`config.mk`:
```
export PLATFORM = sky130hd
export DESIGN_NAME = sprx_front
export DESIGN_NICKNAME = d
export VERILOG_FILES = /design/src/core/sprx_front.v /design/src/core/sprx_fifo.v
export VERILOG_INCLUDE_DIRS = /design/src /design/src/core
export SDC_FILE = /design/constraint.sdc
export NUM_CORES = 1
export LEC_CHECK = 0
export ABC_AREA = 1
export BUFFER_PORTS_ARGS = -buffer_cell sky130_fd_sc_hd__buf_2
export CORE_MARGIN = 2
export CORE_UTILIZATION = 63
export DETAILED_ROUTE_END_ITERATION = 12
export GPL_TIMING_DRIVEN = 0
export HOLD_SLACK_MARGIN = 0.03
export PLACE_DENSITY = 0.82
export SYNTH_ARGS = -nofsm -noshare
export SYNTH_HDL_FRONTEND = slang
export SYNTH_SLANG_ARGS = --single-unit
export TNS_END_PERCENT = 20
```
`constraint.sdc`:
```
create_clock -name clk -period 6.69 [get_ports clk]
set_input_delay 1.338 -clock clk [delete_from_list [all_inputs] [get_ports clk]]
set_output_delay 1.338 -clock clk [all_outputs]
set_load 0.05 [all_outputs]
```
`src/core/sprx_map.vh`:
```
// Purpose: Register map and field layout of the receiver input front end.
// Assumes: Plain Verilog-2005, included by its bare name.
// Notes:   Offsets are the register addresses of the control port.
`ifndef SPRX_MAP_VH
`define SPRX_MAP_VH

`define SPRX_ADDR_INSEL     8'h08
`define SPRX_ADDR_CKTYPE    8'h09
`define SPRX_ADDR_RXCFG     8'h1c
`define SPRX_ADDR_POWER_DOWN_CONTROL     8'h1e

`define SPRX_INSEL_RST      8'h00
`define SPRX_CKTYPE_RST     8'hff
`define SPRX_RXCFG_RST      8'h80
`define SPRX_POWER_DOWN_CONTROL_RST      8'h02

`define SPRX_INSEL_LSB      0
`define SPRX_INSEL_MSB      2
`define SPRX_GPO_BIT        5
`define SPRX_TRUNC_DIS_BIT  6
`define SPRX_HIRATE_BIT     7
`define SPRX_PD_BIT         1

`define SPRX_FULL_WL        5'h18
`define SPRX_FIFO_DEPTH     16
`define SPRX_FIFO_AW        4

`endif

```
`src/core/sprx_front.v`:
```
// Purpose: Input selection, pin mode, truncation and powerdown control of the receiver.
// Assumes: All inputs synchronous to clk; decoder delivers one 24-bit word per subframe.
// Notes:   Register port is a plain write/read strobe interface from the control port.
`timescale 1ns/1ps
`include "sprx_map.vh"

// What this block does
// - One of eight serial inputs is routed to the decoder, input n chosen by select value n.
// - An eight-bit circuit-type field has bit 0 for input 0 up to bit 7 for input 7.
// - A circuit-type bit of 0 means CMOS receiver, 1 means comparator, all ones after reset.
// - With the upper-inputs-as-outputs bit set, inputs 4 to 7 become CMOS general outputs.
// - With truncation disable clear words are cut to the indicated length, set they pass whole.
// - The high-rate bit limits the receiver to 96kHz when 0 and allows 192kHz when 1, reset 1.
// - The powerdown bit enables the receiver at 0 and disables it at 1, reset 1.
// - A powerdown request takes effect only after the current frame ends.
// - Words are always 24 bits; truncation clears bits beyond a shorter indicated length.
module sprx_front
(
    input wire clk, // 50 MHz system clock
    input wire srst, // Synchronous reset, active high
    input wire reg_wr, // Register write strobe
    input wire reg_rd, // Register read strobe
    input wire [7:0] reg_addr, // Register address
    input wire [7:0] reg_wdata, // Register write data
    output reg [7:0] reg_rdata_q, // Read data, valid cycle after reg_rd
    input wire [7:0] serial_input_in, // Serial inputs 0..7 as sampled
    input wire [3:0] gpo_value, // Values for upper pins when outputs
    output reg [3:0] general_output_pin_q, // Upper pin output values
    output reg [3:0] general_output_oe_n_q, // Upper pin enables, low drives
    output reg [7:0] input_circuit_type_bits_q, // 1 comparator, 0 CMOS per input
    output reg decoder_in_q, // Selected serial stream to decoder
    output reg high_rate_support_q, // 192 kHz allowed
    output reg rx_enable_q, // Receiver running
    input wire frame_end, // Decoder pulse at last subframe of a frame
    input wire word_valid, // Decoder word strobe
    output reg word_ready_q, // FIFO can take a word
    input wire [23:0] word_data, // Decoded 24-bit word
    input wire [4:0] word_len, // Indicated length 0 when not given
    output reg out_valid_q, // Output word valid
    input wire out_ready, // Consumer takes output word
    output reg [23:0] out_data_q // Output word
);
    reg [7:0] insel_q;
    reg [7:0] cktype_q;
    reg [7:0] rxcfg_q;
    reg [7:0] power_down_control_q;
    reg [23:0] trunc_d;
    reg rx_enable_d;
    reg word_ready_d;
    reg word_take;
    wire [2:0] mux_sel;
    wire gpo_en;
    wire fifo_in_ready;
    wire fifo_out_valid;
    wire [23:0] fifo_out_data;
    wire fifo_pop;

    // Mask of the bits kept for an indicated length; 0 or 24 and above keep all
    function [23:0] trunc_mask;
        input [4:0] len;
        integer i;
        begin
            trunc_mask = 24'h000000;
            for (i = 0; i < 24; i = i + 1)
            begin
                if ((len == 5'h00) || (len >= `SPRX_FULL_WL) || (i >= (24 - len)))
                begin
                    trunc_mask[i] = 1'b1;
                end
            end
        end
    endfunction

    assign mux_sel = insel_q[`SPRX_INSEL_MSB:`SPRX_INSEL_LSB];
    assign gpo_en = rxcfg_q[`SPRX_GPO_BIT];
    // Head word moves to the output stage when that stage is free or being emptied
    assign fifo_pop = fifo_out_valid && (!out_valid_q || out_ready);

    // Writes land at the taking edge and reads answer one cycle later
    // Unmapped addresses are ignored on write and read back as zero
    always @(posedge clk)
    begin
        if (srst)
        begin
            insel_q <= `SPRX_INSEL_RST;
            cktype_q <= `SPRX_CKTYPE_RST;
            rxcfg_q <= `SPRX_RXCFG_RST;
            power_down_control_q <= `SPRX_POWER_DOWN_CONTROL_RST;
            reg_rdata_q <= 8'h00;
        end
        else
        begin
            if (reg_wr)
            begin
                case (reg_addr)
                    `SPRX_ADDR_INSEL: insel_q <= {5'h00, reg_wdata[2:0]};
                    `SPRX_ADDR_CKTYPE: cktype_q <= reg_wdata;
                    `SPRX_ADDR_RXCFG: rxcfg_q <= reg_wdata;
                    `SPRX_ADDR_POWER_DOWN_CONTROL: power_down_control_q <= reg_wdata;
                    default: ;
                endcase
            end
            if (reg_rd)
            begin
                case (reg_addr)
                    `SPRX_ADDR_INSEL: reg_rdata_q <= insel_q;
                    `SPRX_ADDR_CKTYPE: reg_rdata_q <= cktype_q;
                    `SPRX_ADDR_RXCFG: reg_rdata_q <= rxcfg_q;
                    `SPRX_ADDR_POWER_DOWN_CONTROL: reg_rdata_q <= {power_down_control_q[7:1], !rx_enable_q};
                    default: reg_rdata_q <= 8'h00;
                endcase
            end
        end
    end

    // A cleared request enables at once, a set one waits for the end of the frame
    always @*
    begin
        rx_enable_d = rx_enable_q;
        if (!power_down_control_q[`SPRX_PD_BIT])
        begin
            rx_enable_d = 1'b1;
        end
        else if (frame_end)
        begin
            rx_enable_d = 1'b0;
        end
    end

    // Bit 0 of the powerdown read shows the applied state, bit 1 the request
    always @(posedge clk)
    begin
        if (srst)
        begin
            rx_enable_q <= 1'b0;
        end
        else
        begin
            rx_enable_q <= rx_enable_d;
        end
    end

    // Ready leaves a flip-flop, so it is offered only when a slot is sure to be free;
    // after a take it drops for one cycle, which keeps a full buffer from losing words
    always @*
    begin
        word_take = word_valid && word_ready_q;
        word_ready_d = rx_enable_d && fifo_in_ready && !word_take;
    end

    // Pin controls and decoder feed are registered so that each output leaves a flip-flop
    always @(posedge clk)
    begin
        if (srst)
        begin
            decoder_in_q <= 1'b0;
            input_circuit_type_bits_q <= `SPRX_CKTYPE_RST;
            high_rate_support_q <= 1'b1;
            general_output_pin_q <= 4'h0;
            general_output_oe_n_q <= 4'hf;
        end
        else
        begin
            // Upper inputs read as idle when they are outputs
            decoder_in_q <= (gpo_en && mux_sel[2]) ? 1'b0 : serial_input_in[mux_sel];
            input_circuit_type_bits_q <= cktype_q;
            high_rate_support_q <= rxcfg_q[`SPRX_HIRATE_BIT];
            general_output_pin_q <= gpo_en ? gpo_value : 4'h0;
            general_output_oe_n_q <= gpo_en ? 4'h0 : 4'hf;
        end
    end

    // Truncation keeps the top len bits of the 24-bit word
    always @*
    begin
        if (rxcfg_q[`SPRX_TRUNC_DIS_BIT])
        begin
            trunc_d = word_data;
        end
        else
        begin
            trunc_d = word_data & trunc_mask(word_len);
        end
    end

    // Words enter the buffer only through the valid/ready handshake
    sprx_fifo #(
        .WIDTH(24),
        .DEPTH(`SPRX_FIFO_DEPTH),
        .AW(`SPRX_FIFO_AW)
    ) u_fifo (
        .clk(clk),
        .srst(srst),
        .in_valid(word_take),
        .in_ready(fifo_in_ready),
        .in_data(trunc_d),
        .out_valid(fifo_out_valid),
        .out_ready(fifo_pop),
        .out_data(fifo_out_data)
    );

    // Output stage holds its word until the consumer takes it
    always @(posedge clk)
    begin
        if (srst)
        begin
            word_ready_q <= 1'b0;
            out_valid_q <= 1'b0;
            out_data_q <= 24'h000000;
        end
        else
        begin
            word_ready_q <= word_ready_d;
            if (fifo_pop)
            begin
                out_valid_q <= 1'b1;
                out_data_q <= fifo_out_data;
            end
            else if (out_ready)
            begin
                out_valid_q <= 1'b0;
            end
        end
    end
endmodule // sprx_front

```
`src/core/sprx_fifo.v`:
```
// Purpose: Word FIFO with valid/ready on both sides.
// Assumes: Single clock, synchronous active-high reset.
// Notes:   Storage is a flip-flop array addressed by index.
`timescale 1ns/1ps
module sprx_fifo #(
    parameter WIDTH = 24,
    parameter DEPTH = 16,
    parameter AW = 4
)
(
    input wire clk, // System clock
    input wire srst, // Synchronous reset
    input wire in_valid, // Write request
    output wire in_ready, // Room available
    input wire [WIDTH-1:0] in_data, // Write word
    output wire out_valid, // Word available
    input wire out_ready, // Consumer takes word
    output wire [WIDTH-1:0] out_data // Head word
);
    reg [WIDTH-1:0] mem_q [0:DEPTH-1];
    reg [AW-1:0] wr_q;
    reg [AW-1:0] rd_q;
    reg [AW:0] cnt_q;
    wire push;
    wire pop;

    assign in_ready = (cnt_q != DEPTH[AW:0]);
    assign out_valid = (cnt_q != {(AW+1){1'b0}});
    assign out_data = mem_q[rd_q];
    assign push = in_valid && in_ready;
    assign pop = out_valid && out_ready;

    always @(posedge clk)
    begin
        if (push)
        begin
            mem_q[wr_q] <= in_data;
        end
    end

    always @(posedge clk)
    begin
        if (srst)
        begin
            wr_q <= {AW{1'b0}};
            rd_q <= {AW{1'b0}};
            cnt_q <= {(AW+1){1'b0}};
        end
        else
        begin
            if (push)
            begin
                wr_q <= wr_q + {{(AW-1){1'b0}}, 1'b1};
            end
            if (pop)
            begin
                rd_q <= rd_q + {{(AW-1){1'b0}}, 1'b1};
            end
            if (push && !pop)
            begin
                cnt_q <= cnt_q + {{AW{1'b0}}, 1'b1};
            end
            else if (pop && !push)
            begin
                cnt_q <= cnt_q - {{AW{1'b0}}, 1'b1};
            end
        end
    end
endmodule // sprx_fifo

```
==> flow_metrics.env <==
export IMPL_status="finished with violations"
export IMPL_violations="max-capacitance violations"
export IMPL_met3_usage_pct=7.252
export IMPL_endpoint_kind="flop"
export IMPL_chipHeight_um=184.6
export IMPL_clock_tree_root_cell="clkbuf_16"
export IMPL_tns_ns=0
export IMPL_synth_area_um2=20560
export IMPL_drt_iter0_markers=2091
export IMPL_initial_core_util_pct=63.51
export IMPL_power_density_nw_per_um2=364.8
export IMPL_clock_sinks=473
export IMPL_avgSynthCellArea_um2=9.716
export IMPL_grt_most_used_layer="met2"
export IMPL_drv_cap=1
export IMPL_multiInputGateArea_um2=5595
export IMPL_syn_inst=2116
export IMPL_drt_pass1_iterations=6
export IMPL_p_leak_uw=0.01017
export IMPL_ios=117
export IMPL_hold_viol=0
export IMPL_rows=66
export IMPL_synth_main_ff_cell="edfxtp_1"
export IMPL_grt_pass1_vias=15420
export IMPL_clk_pin_slew_ns=0.06
export IMPL_start_kind="input pin"
export IMPL_post_route_util_pct=72.18
export IMPL_irDropWorstVdd_mv=0.3506
export IMPL_layout_setup_ws_ns=3.104
export IMPL_relSlewSlack_pct=0.5657
export IMPL_path_cells="buf_2 -> inv_1 -> ha_1 -> nand2_2 -> nand3_1 -> nand2_1 -> nor2_4 -> inv_1 -> nand3_1 -> nor2_1 -> nor2_1"
export IMPL_io_buffers=114
export IMPL_cts_buffer_depth=3
export IMPL_gr_usage_met1_pct=44.54
export IMPL_cp_arrival_ns=3.75
export IMPL_yosysUniqueCellTypes=38
export IMPL_place_hpwl_um=38390
export IMPL_fillers=2270
export IMPL_ys_seq_area_share_pct=64.76
export IMPL_final_min_clock_period_ns=3.586
export IMPL_syn_to_final_growth_pct=13.66
export IMPL_path_max_fanout=16
export IMPL_routabilityCongestion=0.9165
export IMPL_worst_path_max_delay_cell="nor2_1"
export IMPL_insertion_delay_ns=0.56
export IMPL_synth_edf_count=384
export IMPL_grt_ovfl_total=0
export IMPL_nets=2361
export IMPL_cts_made_buffers=47
export IMPL_slew_viol_final=0
export IMPL_avgRoutedWirePerCell_um=20.91
export IMPL_worst_pin_slew_ns=1.488
export IMPL_critPathBufInv=3
export IMPL_ys_ff_latch=473
export IMPL_drt_total_wl_um=57810
export IMPL_grt_max_degree=25
export IMPL_cts_tree="yes"
export IMPL_core_area_um2=32370
export IMPL_crit_family="simple AND/OR/NAND/NOR gates"
export IMPL_setup_viol_count_final=0
export IMPL_die_width_um=184.6
export IMPL_drcViolationCount=0
export IMPL_viasPerCell=5.784
export IMPL_dp_slack_ns=2.515
export IMPL_cts_htree_levels=2
export IMPL_post_cts_buffers=0
export IMPL_grt_pass1_wl_um=86000
export IMPL_antenna_found_initial=1
export IMPL_synthesis_nets=2193
export IMPL_seqCellArea_um2=13310
export IMPL_fin_crit_sh_pct=53.60
export IMPL_hp_class="reg -> reg"
export IMPL_drive_gt1_share_pct=13.35
export IMPL_rsz0062_at_grt="no"
export IMPL_postSynth_asyncResetShare_pct=0
export IMPL_critPathKind="in -> reg"
export IMPL_cts_resized=0
export IMPL_totalPowerFinal_uw=8525
export IMPL_grt_use_total_pct=34.39
export IMPL_vias=15990
export IMPL_cp_data_required_time_ns=6.86
export IMPL_met2_usage_pct=56.75
export IMPL_antenna_left=0
export IMPL_die_area_um2=34090
export IMPL_cpPeakStageDelay_ns=0.96
export IMPL_max_clock_freq_ghz=0.2789
export IMPL_yosysWarnings=0
export IMPL_cts_hold_buf=0
export IMPL_finalClockSkew_ns=0.01467
==> final timing paths <==
path | from | endpoint | slack [ns] | cells after the start
min | reg_rdata_q[6] | reg_rdata_q[6] | 0.47 | 2
max reg2reg | u_fifo.cnt_q[1] | u_fifo.mem_q[14][23] | 4.15 | 6
min reg2reg | reg_rdata_q[6] | reg_rdata_q[6] | 0.47 | 2
max | word_len[1] | u_fifo.mem_q[10][22] | 3.10 | 11
==> cells by family after synthesis <==
group	synth area share [%]
and+or+nand+nor	22.63
DFF	64.76
buffers and inverters	8.691
AOI/OAI and AO/OA	2.885
adders and majority gates	0.8277
xor gates and xnor gates	0.2130
==> report_power, final <==
| part | internal, µW | leakage [µW] | total (µW) | switching [µW] |
|---|---|---|---|---|
| Sequential | 3290 | 0.00423 | 3340 | 53.0 |
| Combinational | 764 | 0.00523 | 2720 | 1960 |
| Clock | 1360 | 0.000709 | 2460 | 1100 |
==> worst min-delay path, cell delays in order (launching register included) <==
cell,delay [ns]
dfxtp_1,0.30
nand2_1,0.06
a21oi_1,0.06
==> flip-flops by register name, indices dropped and copies added (netlist names), 4 cells and up <==
name and cells:
reg_rdata_q 8, power_down_control_q 7, u_fifo.cnt_q 5, general_output_pin_q 4
u_fifo.mem_q 384, cktype_q 8, rxcfg_q 8, out_data_q 24
u_fifo.rd_q 4, input_circuit_type_bits_q 8, u_fifo.wr_q 4
==> cell type report <==
| type | count | area share, % |
|---|---|---|
| Antenna cell | 1 | 0.01071 |
| Buffer | 101 | 2.656 |
| Tap cell | 442 | 2.367 |
| Clock buffer | 55 | 5.291 |
| Sequential cell | 473 | 56.97 |
| Clock inverter | 32 | 0.8193 |
| Timing Repair Buffer | 119 | 2.945 |
| Inverter | 310 | 4.991 |
| Multi-Input combinational cell | 1232 | 23.95 |
==> stage by stage <==
step	hold WS [ns]	std cells	instance area [µm²]
2_1_floorplan	0.4141	2116	20560
4_1_cts	0.4672	2764	23360
5_1_grt	0.4893	2764	23360
6_report	0.4660	2765	23370
3_3_place_gp	0.4375	2672	21680
3_5_place_dp	0.4539	2677	21930
==> Yosys cell counts, drive strengths merged, types with 2 or more instances <==
| master | number | area (µm²) |
|---|---|---|
| a21boi | 3 | 22.52 |
| a21oi | 45 | 225.2 |
| buf | 81 | 544.3 |
| clkbuf | 20 | 76.32 |
| dfxtp | 89 | 1782 |
| edfxtp | 384 | 11530 |
| ha | 12 | 150.1 |
| inv | 310 | 1166 |
| nand2 | 645 | 2439 |
| nand3 | 318 | 1609 |
| nand4 | 4 | 25.02 |
| nor2 | 129 | 524.3 |
| nor3 | 2 | 10.01 |
| o211ai | 15 | 112.6 |
| o21ai | 44 | 220.2 |
| or2 | 5 | 31.28 |
| xor2 | 4 | 35.03 |
==> placed cells by master (no fill, tap or decap), types with 10 or more instances in the layout <==
cell type  instances
nand2_1          640
edfxtp_1         384
nand3_1          316
inv_1            301
buf_2            161
nor2_1           106
dfxtp_1           89
clkbuf_16         47
a21oi_1           44
o21ai_0           34
clkbuf_1          24
nor2_4            21
buf_6             19
o211ai_1          15
ha_1              12
clkinv_1          12
clkinv_2          12
o21ai_1           10
==> layer usage <==
metal / part of all wire (%) / wire (µm) / vias up
met2: 47 / 27340 / 1099
met4: 4.5 / 2589 / 0
met1: 36 / 20530 / 7469
li1: - / - / 7212
met5: 0 / 0 / -
met3: 13 / 7356 / 214
Power figures use the tool's default switching activity.
